### config.mk
export PLATFORM = sky130hd
export DESIGN_NAME = pix_out_path
export DESIGN_NICKNAME = d
export VERILOG_FILES = /design/src/logic/unused_placeholder_none.sv /design/src/logic/pix_out_pkg.sv /design/src/logic/pix_out_path.sv
export SDC_FILE = /design/constraint.sdc
export NUM_CORES = 1
export LEC_CHECK = 0
export BUFFER_PORTS_ARGS = -buffer_cell sky130_fd_sc_hd__buf_2
export CORE_ASPECT_RATIO = 0.5
export CORE_UTILIZATION = 55
export CTS_CLUSTER_DIAMETER = 100
export DETAILED_ROUTE_END_ITERATION = 12
export HOLD_SLACK_MARGIN = 0.03
export PLACE_DENSITY = 0.75
export SYNTH_ARGS = -nofsm -noshare
export SYNTH_HDL_FRONTEND = slang
export SYNTH_SLANG_ARGS = --single-unit
### constraint.sdc
create_clock -name clk_i -period 7.2 [get_ports clk_i]
set_input_delay 0.36 -clock clk_i [delete_from_list [all_inputs] [get_ports clk_i]]
set_output_delay 0.36 -clock clk_i [all_outputs]
set_load 0.02 [all_outputs]
### src/logic/unused_placeholder_none.sv
`timescale 1ns/1ps

### src/logic/pix_out_pkg.sv
package pix_out_pkg;
  // -----------------------------------------------------------------
  // Register indices (byte address is four times the index)
  // -----------------------------------------------------------------
  localparam logic [7:0] IDX_RSVD_A   = 8'h60;
  localparam logic [7:0] IDX_RSVD_B   = 8'h61;
  localparam logic [7:0] IDX_LANE_PWR = 8'h70;
  localparam logic [7:0] IDX_BLACK    = 8'h80;
  localparam logic [7:0] IDX_CFG      = 8'h81;
  localparam logic [7:0] IDX_TRAIN    = 8'h82;
  localparam logic [7:0] IDX_CAL_ERR  = 8'h88;
  localparam logic [7:0] IDX_CHKSUM   = 8'h89;
  localparam logic [7:0] IDX_IRQ_STAT = 8'h8A;
  localparam logic [7:0] IDX_IRQ_MASK = 8'h8B;

  // -----------------------------------------------------------------
  // Reset values
  // -----------------------------------------------------------------
  localparam logic [15:0] RST_LANE_PWR = 16'h0000;
  localparam logic [15:0] RST_BLACK    = 16'h4008;
  localparam logic [15:0] RST_CFG      = 16'hC001;
  localparam logic [15:0] RST_TRAIN    = 16'h03A6;

  // -----------------------------------------------------------------
  // Field positions
  // -----------------------------------------------------------------
  localparam int BIT_CLK_PWR  = 0;
  localparam int BIT_SYNC_PWR = 1;
  localparam int BIT_DATA_PWR = 2;
  localparam int TGT_MSB      = 7;
  localparam int EXP_LSB      = 8;
  localparam int EXP_MSB      = 10;
  localparam int BIT_SEED     = 15;
  localparam int BIT_AUTO     = 0;
  localparam int MAN_LSB      = 1;
  localparam int MAN_MSB      = 9;
  localparam int BIT_NEG      = 10;
  localparam int BIT_NARROW   = 13;
  localparam int TRAIN_MSB    = 9;
  localparam int IRQ_DONE     = 0;
  localparam int IRQ_ERR      = 1;

  // -----------------------------------------------------------------
  // Structure and timing
  // -----------------------------------------------------------------
  localparam int NUM_CH    = 4;
  localparam int WORD_W    = 10;
  localparam int WIN_SHIFT = 4;
  localparam logic [3:0] LAST_BIT_WIDE   = 4'h9;
  localparam logic [3:0] LAST_BIT_NARROW = 4'h7;
endpackage

### src/logic/pix_out_path.sv
`timescale 1ns/1ps
// Summary of operation
// Clock lane follows its power bit, off at reset
// Sync lane follows its power bit, off at reset
// Four data lanes follow one power bit
// Output black sits at 8-bit target
// Calibration averages two-to-exponent black samples
// Checksum starts all zeros or all ones
// Auto calibration on by default, bypassable
// Manual value replaces auto correction when off
// Manual value added, or subtracted when negated
// Narrow words; window indication delayed four bits
// Idle data lanes carry training word
// Receiver aligns words on training word
// Per-channel flag when black samples insufficient
// Auto correction: channel average toward target
module pix_out_path (
  // Clock and reset
  input  wire logic        clk_i,
  input  wire logic        rst_i,
  // Wishbone slave
  input  wire logic        wb_cyc_i,
  input  wire logic        wb_stb_i,
  input  wire logic        wb_we_i,
  input  wire logic [9:0]  wb_adr_i,
  input  wire logic [3:0]  wb_sel_i,
  input  wire logic [31:0] wb_dat_i,
  output logic      [31:0] wb_dat_o,
  output logic             wb_ack_o,
  // Pixel source
  input  wire logic        pix_valid_i,
  input  wire logic [39:0] pix_data_i,
  input  wire logic [3:0]  pix_black_i,
  input  wire logic        pix_win_i,
  input  wire logic        frame_start_i,
  input  wire logic        black_end_i,
  output logic             pix_ready_o,
  // Serial link
  input  wire logic        link_clk_i,
  output logic             clk_lane_o,
  output logic             sync_lane_o,
  output logic [3:0]       data_lane_o,
  // Interrupt
  output logic             irq_o
);
  localparam int NCH = pix_out_pkg::NUM_CH;
  localparam int WW  = pix_out_pkg::WORD_W;

  logic [15:0] lane_pwr_ff, black_ff, cfg_ff, train_ff;
  logic [1:0]  irq_stat_ff, irq_mask_ff;
  logic [WW-1:0] chk_ff;
  logic [NCH-1:0] err_ff, done_ff;
  logic [16:0] acc_ff [NCH];
  logic [8:0]  cnt_ff [NCH];
  logic [WW-1:0] avg_ff [NCH];
  logic [WW-1:0] shift_ff [NCH];
  logic [WW-1:0] sync_sr_ff;
  logic [pix_out_pkg::WIN_SHIFT-1:0] win_dly_ff;
  logic [3:0]  bit_cnt_ff;
  logic        link_s1_ff, link_s2_ff, link_prev_ff;
  logic        ack_ff;

  // -----------------------------------------------------------------
  // Register bus
  // -----------------------------------------------------------------
  logic [7:0]  idx;
  logic        wr_acc;
  logic [15:0] wmask;
  logic [15:0] wdat;
  assign idx    = wb_adr_i[9:2];
  assign wr_acc = wb_cyc_i && wb_stb_i && wb_we_i && ack_ff; // Lands at the ack edge
  assign wmask  = {{8{wb_sel_i[1]}}, {8{wb_sel_i[0]}}};
  assign wdat   = wb_dat_i[15:0];

  // One wait state, ack drops after one cycle
  always_ff @(posedge clk_i) begin
    if (rst_i) begin
      ack_ff <= 1'b0;
    end else begin
      ack_ff <= wb_cyc_i && wb_stb_i && !ack_ff;
    end
  end
  assign wb_ack_o = ack_ff;

  // Read data registered with the ack; unmapped reads give zero
  always_ff @(posedge clk_i) begin
    if (rst_i) begin
      wb_dat_o <= 32'h0000_0000;
    end else if (wb_cyc_i && wb_stb_i && !ack_ff) begin
      unique case (idx)
        pix_out_pkg::IDX_LANE_PWR: wb_dat_o <= {16'h0000, lane_pwr_ff};
        pix_out_pkg::IDX_BLACK:    wb_dat_o <= {16'h0000, black_ff};
        pix_out_pkg::IDX_CFG:      wb_dat_o <= {16'h0000, cfg_ff};
        pix_out_pkg::IDX_TRAIN:    wb_dat_o <= {16'h0000, train_ff};
        pix_out_pkg::IDX_CAL_ERR:  wb_dat_o <= {28'h0000000, err_ff};
        pix_out_pkg::IDX_CHKSUM:   wb_dat_o <= {22'h000000, chk_ff};
        pix_out_pkg::IDX_IRQ_STAT: wb_dat_o <= {30'h00000000, irq_stat_ff};
        pix_out_pkg::IDX_IRQ_MASK: wb_dat_o <= {30'h00000000, irq_mask_ff};
        default:                   wb_dat_o <= 32'h0000_0000;
      endcase
    end
  end

  // Configuration registers, byte lanes honoured
  always_ff @(posedge clk_i) begin
    if (rst_i) begin
      lane_pwr_ff <= pix_out_pkg::RST_LANE_PWR; // see see
      black_ff    <= pix_out_pkg::RST_BLACK;
      cfg_ff      <= pix_out_pkg::RST_CFG;
      train_ff    <= pix_out_pkg::RST_TRAIN;
      irq_mask_ff <= 2'h0;
    end else if (wr_acc) begin
      unique case (idx)
        pix_out_pkg::IDX_LANE_PWR: lane_pwr_ff <= (lane_pwr_ff & ~wmask) | (wdat & wmask);
        pix_out_pkg::IDX_BLACK:    black_ff    <= (black_ff & ~wmask) | (wdat & wmask);
        pix_out_pkg::IDX_CFG:      cfg_ff      <= (cfg_ff & ~wmask) | (wdat & wmask);
        pix_out_pkg::IDX_TRAIN:    train_ff    <= (train_ff & ~wmask) | (wdat & wmask);
        pix_out_pkg::IDX_IRQ_MASK: if (wb_sel_i[0]) irq_mask_ff <= wdat[1:0];
        default: ;
      endcase
    end
  end

  // Field views
  logic       clk_pwr, sync_pwr, data_pwr, seed, auto_en, neg, narrow;
  logic [7:0] tgt;
  logic [2:0] smp_exp;
  logic [8:0] man;
  assign clk_pwr  = lane_pwr_ff[pix_out_pkg::BIT_CLK_PWR];
  assign sync_pwr = lane_pwr_ff[pix_out_pkg::BIT_SYNC_PWR];
  assign data_pwr = lane_pwr_ff[pix_out_pkg::BIT_DATA_PWR];
  assign tgt      = black_ff[pix_out_pkg::TGT_MSB:0];
  assign smp_exp  = black_ff[pix_out_pkg::EXP_MSB:pix_out_pkg::EXP_LSB];
  assign seed     = black_ff[pix_out_pkg::BIT_SEED];
  assign auto_en  = cfg_ff[pix_out_pkg::BIT_AUTO];
  assign man      = cfg_ff[pix_out_pkg::MAN_MSB:pix_out_pkg::MAN_LSB];
  assign neg      = cfg_ff[pix_out_pkg::BIT_NEG];
  assign narrow   = cfg_ff[pix_out_pkg::BIT_NARROW];

  // -----------------------------------------------------------------
  // Link clock sampling
  // -----------------------------------------------------------------
  // Two flops before use; the edge is found on the second
  always_ff @(posedge clk_i) begin
    if (rst_i) begin
      link_s1_ff   <= 1'b0;
      link_s2_ff   <= 1'b0;
      link_prev_ff <= 1'b0;
    end else begin
      link_s1_ff   <= link_clk_i;
      link_s2_ff   <= link_s1_ff;
      link_prev_ff <= link_s2_ff;
    end
  end

  logic bit_en, last_bit, load_en, take;
  assign bit_en   = link_s2_ff && !link_prev_ff;
  // At or past the end, so a mode switch mid-slot cannot run the counter round
  assign last_bit = bit_cnt_ff >= (narrow ? pix_out_pkg::LAST_BIT_NARROW
                                          : pix_out_pkg::LAST_BIT_WIDE);
  assign load_en  = bit_en && last_bit;
  // Powered-down data lanes stall the source instead of dropping words
  assign pix_ready_o = load_en && data_pwr;
  assign take        = pix_ready_o && pix_valid_i;

  // -----------------------------------------------------------------
  // Black correction
  // -----------------------------------------------------------------
  logic signed [12:0] corr_v [NCH];
  logic [WW-1:0]      corr   [NCH];
  logic [WW-1:0]      px     [NCH];

  always_comb begin
    for (int c = 0; c < NCH; c++) begin
      px[c] = pix_data_i[c*WW +: WW];
      if (auto_en) begin
        // Average removed, target added back
        corr_v[c] = $signed({3'b000, px[c]}) - $signed({3'b000, avg_ff[c]})
                    + $signed({5'b00000, tgt}); // see see
      end else if (neg) begin
        corr_v[c] = $signed({3'b000, px[c]}) - $signed({4'b0000, man}); // see
      end else begin
        corr_v[c] = $signed({3'b000, px[c]}) + $signed({4'b0000, man});
      end
      // Clamp so that wrap never turns black into white
      if (corr_v[c] < 0) begin
        corr[c] = 10'h000;
      end else if (corr_v[c] > 13'sh03FF) begin
        corr[c] = 10'h3FF;
      end else begin
        corr[c] = corr_v[c][WW-1:0];
      end
    end
  end

  // Per-channel black sample accumulation
  logic [8:0] need;
  logic [NCH-1:0] done_evt, err_evt;
  assign need = 9'h001 << smp_exp;
  // A frame start discards the sample, so no done event either
  always_comb begin
    for (int c = 0; c < NCH; c++) begin
      done_evt[c] = take && pix_black_i[c] && !done_ff[c] && !frame_start_i
                    && (cnt_ff[c] + 9'h001 == need);
      err_evt[c]  = black_end_i && !done_ff[c];
    end
  end
  always_ff @(posedge clk_i) begin
    if (rst_i) begin
      done_ff <= '0;
      for (int c = 0; c < NCH; c++) begin
        acc_ff[c] <= 17'h00000;
        cnt_ff[c] <= 9'h000;
        avg_ff[c] <= 10'h000;
      end
    end else begin
      for (int c = 0; c < NCH; c++) begin
        if (frame_start_i) begin
          acc_ff[c]  <= 17'h00000;
          cnt_ff[c]  <= 9'h000;
          done_ff[c] <= 1'b0;
        end else if (take && pix_black_i[c] && !done_ff[c]) begin
          acc_ff[c] <= acc_ff[c] + {7'h00, px[c]};
          cnt_ff[c] <= cnt_ff[c] + 9'h001;
          if (done_evt[c]) begin
            done_ff[c] <= 1'b1;
            avg_ff[c]  <= 10'((acc_ff[c] + {7'h00, px[c]}) >> smp_exp); // see
          end
        end
      end
    end
  end
  // Error flags: a shortfall wins over the frame clear
  always_ff @(posedge clk_i) begin
    if (rst_i) begin
      err_ff <= '0;
    end else begin
      for (int c = 0; c < NCH; c++) begin
        if (err_evt[c]) begin
          err_ff[c] <= 1'b1;
        end else if (frame_start_i) begin
          err_ff[c] <= 1'b0;
        end
      end
    end
  end

  // -----------------------------------------------------------------
  // Checksum
  // -----------------------------------------------------------------
  logic [WW-1:0] word_sum;
  always_comb begin
    word_sum = chk_ff;
    for (int c = 0; c < NCH; c++) begin
      word_sum = word_sum + corr[c];
    end
  end
  always_ff @(posedge clk_i) begin
    if (rst_i) begin
      chk_ff <= 10'h000;
    end else if (frame_start_i) begin
      chk_ff <= seed ? 10'h3FF : 10'h000;
    end else if (take) begin
      chk_ff <= word_sum;
    end
  end

  // -----------------------------------------------------------------
  // Serialisers
  // -----------------------------------------------------------------
  // Words go out MSB first; narrow mode sends the top eight bits
  always_ff @(posedge clk_i) begin
    if (rst_i) begin
      bit_cnt_ff <= 4'h0;
      sync_sr_ff <= 10'h000;
      for (int c = 0; c < NCH; c++) begin
        shift_ff[c] <= 10'h000;
      end
    end else if (bit_en) begin
      if (last_bit) begin
        bit_cnt_ff <= 4'h0;
        sync_sr_ff <= {take && pix_win_i, 9'h000};
        for (int c = 0; c < NCH; c++) begin
          // Idle slots carry the alignment word for the receiver
          shift_ff[c] <= take ? corr[c] : train_ff[pix_out_pkg::TRAIN_MSB:0];
        end
      end else begin
        bit_cnt_ff <= bit_cnt_ff + 4'h1;
        sync_sr_ff <= {sync_sr_ff[WW-2:0], 1'b0};
        for (int c = 0; c < NCH; c++) begin
          shift_ff[c] <= {shift_ff[c][WW-2:0], 1'b0};
        end
      end
    end
  end
  // Window indication delayed by four bit times
  always_ff @(posedge clk_i) begin
    if (rst_i) begin
      win_dly_ff <= '0;
    end else if (bit_en) begin
      win_dly_ff <= {win_dly_ff[pix_out_pkg::WIN_SHIFT-2:0], sync_sr_ff[WW-1]};
    end
  end
  // Lane drivers held low while powered down
  always_ff @(posedge clk_i) begin
    if (rst_i) begin
      clk_lane_o  <= 1'b0;
      sync_lane_o <= 1'b0;
      data_lane_o <= 4'h0;
    end else begin
      clk_lane_o  <= clk_pwr && link_s2_ff;
      sync_lane_o <= sync_pwr && (narrow ? win_dly_ff[pix_out_pkg::WIN_SHIFT-1]
                                         : sync_sr_ff[WW-1]); // see
      for (int c = 0; c < NCH; c++) begin
        data_lane_o[c] <= data_pwr && shift_ff[c][WW-1];
      end
    end
  end

  // -----------------------------------------------------------------
  // Interrupts
  // -----------------------------------------------------------------
  logic [1:0] irq_evt, irq_clr;
  assign irq_evt = {|err_evt, |done_evt};
  assign irq_clr = (wr_acc && idx == pix_out_pkg::IDX_IRQ_STAT && wb_sel_i[0]) ? wdat[1:0]
                                                                                : 2'h0;
  // New events beat a simultaneous write-one clear
  always_ff @(posedge clk_i) begin
    if (rst_i) begin
      irq_stat_ff <= 2'h0;
    end else begin
      irq_stat_ff <= (irq_stat_ff & ~irq_clr) | irq_evt;
    end
  end
  assign irq_o = |(irq_stat_ff & irq_mask_ff);
endmodule // pix_out_path

==> impl_metrics.prom <==
# TYPE chip_impl_metric gauge
chip_impl_info{name="outcome",value="finished, final reports clean"} 1
chip_impl_info{name="hold_path.class",value="in -> reg"} 1
chip_impl_metric{name="setup_violations",unit=""} 0
chip_impl_metric{name="synth_to_final_area_change",unit="%"} 12.1
chip_impl_metric{name="critical_path.max_stage_delay",unit="ns"} 0.55
chip_impl_info{name="critical_path.slowest_cell",value="sky130_fd_sc_hd__fa_1"} 1
chip_impl_metric{name="htreeDepth",unit=""} 1
chip_impl_info{name="synth_top_area_cell",value="sky130_fd_sc_hd__edfxtp_1"} 1
chip_impl_info{name="timing_worst_setup_path_type",value="reg -> reg"} 1
chip_impl_metric{name="coreArea",unit="sq mm"} 0.0452
chip_impl_metric{name="fp.dieH",unit="um"} 153
chip_impl_metric{name="grt_overflow",unit=""} 0
chip_impl_metric{name="grt_first_pass_wirelength",unit="um"} 118000
chip_impl_metric{name="die_area",unit="sq mm"} 0.0468
chip_impl_metric{name="n_fill_cell",unit=""} 3863
chip_impl_metric{name="power_density",unit="mW/mm^2"} 187
chip_impl_metric{name="clock_path_buffers",unit=""} 3
chip_impl_metric{name="netlist_area",unit="sq mm"} 0.0252
chip_impl_metric{name="irDropWorstVdd",unit="uV"} 164
chip_impl_info{name="hold_path_origin",value="pix_win_i"} 1
chip_impl_info{name="rsz_0062_raised_after_global_routing",value="true"} 1
chip_impl_metric{name="synth_cell_types",unit=""} 93
chip_impl_metric{name="die_x",unit="um"} 305
chip_impl_metric{name="fin_area",unit="sq mm"} 0.0283
chip_impl_metric{name="design.portCount",unit=""} 141
chip_impl_metric{name="post_drt_wl_per_cell",unit="um"} 20.5
chip_impl_metric{name="first_global_vias",unit=""} 21100
chip_impl_metric{name="post-synth-top-area-fraction",unit="%"} 21.7
chip_impl_info{name="cts_tree",value="done"} 1
chip_impl_info{name="critical-path-top-cell-by-count",value="sky130_fd_sc_hd__a21oi_2"} 1
chip_impl_metric{name="route.vias.total",unit=""} 23000
chip_impl_metric{name="drtAntennaViolNets",unit=""} 0
chip_impl_info{name="ys_top_cells_by_count",value="415 x sky130_fd_sc_hd__nor2_1, 241 x sky130_fd_sc_hd__a21oi_1, 240 x sky130_fd_sc_hd__nand2_1, 204 x sky130_fd_sc_hd__ha_1, 197 x sky130_fd_sc_hd__inv_1"} 1
chip_impl_metric{name="clock_sink_count",unit=""} 305
chip_impl_metric{name="report.final.hold_viol_count",unit=""} 0
chip_impl_metric{name="drt_iter0_markers",unit=""} 3014
chip_impl_metric{name="drv_cap",unit=""} 0
chip_impl_metric{name="cp.required",unit="ns"} 7.64
chip_impl_info{name="yosys.cell_count.top_type",value="sky130_fd_sc_hd__nor2_1"} 1
chip_impl_metric{name="drive_above_1_share",unit="%"} 11.9
chip_impl_metric{name="clock_insertion_delay_worst_skew",unit="ns"} 0.58
chip_impl_metric{name="seq_area_frac_synth",unit="%"} 31.4
chip_impl_info{name="setup.worst_path.end_class",value="flop"} 1
chip_impl_metric{name="fin_nets",unit=""} 3498
chip_impl_metric{name="synthesis.area_per_instance",unit="sq um"} 8.42
chip_impl_metric{name="synthCells",unit=""} 2993
chip_impl_metric{name="timing.critical_path.arrival",unit="ns"} 7.53
chip_impl_metric{name="grt_antenna_before_repair",unit=""} 2
chip_impl_metric{name="async_reset_ff_share",unit="%"} 0
chip_impl_info{name="setup.worst_path.start_class",value="flop"} 1
chip_impl_metric{name="floorplan.rows",unit=""} 55
chip_impl_metric{name="pre_cts_setup_slack",unit="ns"} -0.357
chip_impl_metric{name="worst_setup_hold_path_clk_slew",unit="ns"} 0.07
chip_impl_metric{name="hold-path-cell-count",unit=""} 3
chip_impl_metric{name="max_slew.worst_pin.slew",unit="ns"} 1.16
chip_impl_metric{name="path_max_fanout",unit=""} 7
chip_impl_metric{name="ys.warnings.count",unit=""} 0
chip_impl_metric{name="setup_ws",unit="ns"} 0.110
chip_impl_metric{name="worst_clock_skew",unit="ns"} 0.0200
chip_impl_metric{name="floorplan.initialDensity",unit="%"} 55.8
chip_impl_metric{name="maximum_number_of_pins_on_one_net_before_global_route_repair",unit=""} 63
chip_impl_metric{name="via_density_per_instance",unit=""} 6.11
chip_impl_metric{name="r2r_cells",unit=""} 34
chip_impl_metric{name="synth_seq_cells",unit=""} 305
chip_impl_info{name="worstSetupStartpoint",value="avg_ff[3][1]$_SDFFCE_PN0P_"} 1
chip_impl_metric{name="fmaxAchievable",unit="GHz"} 0.141
chip_impl_metric{name="drt_pass_1_iters",unit=""} 6
chip_impl_info{name="rr_startpoint",value="avg_ff[3][1]$_SDFFCE_PN0P_"} 1
chip_impl_info{name="yosys-top-cells-area",value="sky130_fd_sc_hd__edfxtp_1 22%, sky130_fd_sc_hd__ha_1 10%, sky130_fd_sc_hd__dfxtp_1 9.8%"} 1
chip_impl_metric{name="final_max_slew_viol_count",unit=""} 0
chip_impl_metric{name="final_core_utilization",unit="%"} 62.5
chip_impl_metric{name="finalCriticalPeriod",unit="ns"} 7.09
chip_impl_info{name="root_buffer",value="sky130_fd_sc_hd__clkbuf_16"} 1
chip_impl_metric{name="drt-total-wl",unit="um"} 77100
chip_impl_metric{name="hpwlAfterDp",unit="um"} 59000
chip_impl_metric{name="cts_made_buffers",unit=""} 29
chip_impl_metric{name="grt_usage",unit="%"} 32.0
chip_impl_metric{name="slew_headroom",unit="%"} 22.1
chip_impl_metric{name="area_of_the_multi_input_gates",unit="sq mm"} 0.0161
chip_impl_metric{name="post_dp_cell_area",unit="sq mm"} 0.0270
chip_impl_metric{name="place.port_buffers",unit=""} 104
chip_impl_metric{name="layout_worst_path_cycle_share",unit="%"} 98.5
chip_impl_metric{name="seqCellArea",unit="sq mm"} 0.00794
chip_impl_metric{name="power.leakage",unit="nW"} 11.7
chip_impl_metric{name="globalplace.congestion",unit=""} 0.994
chip_impl_metric{name="drt_drc_violations_left",unit=""} 0
chip_impl_metric{name="synth-edff-count",unit=""} 182
chip_impl_info{name="postSynth.topFlopCell",value="sky130_fd_sc_hd__edfxtp_1"} 1
-- layout make-up --
cell class / count / area share [%]
multi-input combinational: 2361 / 57.0
clock inverter: 18 / 0.983
sequential: 305 / 28.1
clock buffer: 35 / 2.83
timing repair buffer: 250 / 5.74
inverter: 201 / 2.67
antenna: 1 / 0.00886
tap: 598 / 2.65
-- logic make-up (layout without fill, tap and decap cells) --
logic type / after synthesis / after routing / share of synthesized area, %
simple gates: 993 / 993 / 17.8
compound gates: 806 / 806 / 20.2
buf+inv: 342 / 504 / 5.40
flops: 305 / 305 / 31.4
fa+ha+maj: 250 / 250 / 13.8
xor+xnor: 169 / 169 / 5.96
mux: 127 / 127 / 5.42
other cells: 1 / 17 / 0.0149
-- metrics by stage --
step           hold WS (ns)  std cells  power, mW  TNS [ns]
6_report             0.0478       3769       5.29         0
5_1_grt              0.0577       3769       5.54    -0.341
4_1_cts              0.0418       3763       5.21         0
3_5_place_dp          0.429       3707       3.48    -0.357
3_3_place_gp          0.427       3707       3.44    -0.187
2_1_floorplan         0.414       3008       3.00         0
-- power breakdown --
group / internal, mW / switching, mW
sequential: 1.89 / 0.0287
clock: 1.04 / 0.705
combinational: 0.710 / 0.911
-- layout by cell type, fill, tap and decap left out, types with 19 or more instances in the layout --
master	Yosys	layout
sky130_fd_sc_hd__xnor2_1	91	90
sky130_fd_sc_hd__a21oi_1	241	233
sky130_fd_sc_hd__ha_1	204	201
sky130_fd_sc_hd__clkbuf_16	0	31
sky130_fd_sc_hd__nor2b_1	62	60
sky130_fd_sc_hd__o21a_1	41	41
sky130_fd_sc_hd__inv_1	197	196
sky130_fd_sc_hd__or3_1	23	22
sky130_fd_sc_hd__buf_2	9	103
sky130_fd_sc_hd__nor3_1	59	59
sky130_fd_sc_hd__o211ai_1	30	30
sky130_fd_sc_hd__a31oi_1	44	44
sky130_fd_sc_hd__o21ai_1	18	19
sky130_fd_sc_hd__o21ai_0	185	180
sky130_fd_sc_hd__dfxtp_1	123	118
sky130_fd_sc_hd__and3_1	20	20
sky130_fd_sc_hd__mux2i_1	114	114
sky130_fd_sc_hd__nand3_1	59	59
sky130_fd_sc_hd__xor2_1	76	76
sky130_fd_sc_hd__nand2_1	240	240
sky130_fd_sc_hd__nor2_1	415	414
sky130_fd_sc_hd__fa_1	46	43
sky130_fd_sc_hd__nand2b_1	22	22
sky130_fd_sc_hd__edfxtp_1	182	182
sky130_fd_sc_hd__and2_1	23	23
sky130_fd_sc_hd__buf_4	16	146
sky130_fd_sc_hd__a21o_1	31	31
sky130_fd_sc_hd__a211oi_1	34	33
-- routing by layer --
layer / track usage (%) / vias to the layer above / routed length [um]
li1: - / 10900 / -
met1: 47.2 / 10900 / 34600
met2: 47.7 / 1077 / 32500
met3: 5.49 / 159 / 7750
met4: 9.79 / 0 / 2380
met5: 0 / - / 0
-- worst max-delay path: cells and delay by family (launching register included) --
family,cells,cell delay [ns]
XOR/XNOR,4,0.62
multiplexers,1,0.10
adder cells (fa/ha/maj),6,2.36
flip-flops,1,0.38
AND/OR/NAND/NOR,7,1.01
AO/OA/AOI/OAI,12,2.11
buffers and inverters,4,0.37
-- timing repair --
action | in CTS | in global routing
endpoints found under the setup margin | 1 | 3
resized for setup | 11 | 20
pin swaps | 5 | 26
hold endpoints to repair | 1 | 0
buffers inserted | 2 | 5
hold buffers | 1 | 0
-- final timing paths --
path | end | slack [ns]
worst min register to register | data_lane_o[0]$_SDFF_PP0_ | 0.45
worst min-delay path | sync_sr_ff[9]$_SDFFE_PP0P_ | 0.05
worst max-delay path | chk_ff[9]$_SDFFE_PP0P_ | 0.11
worst max register to register | chk_ff[9]$_SDFFE_PP0P_ | 0.11
Note: power is estimated with default switching activity, not from simulation.
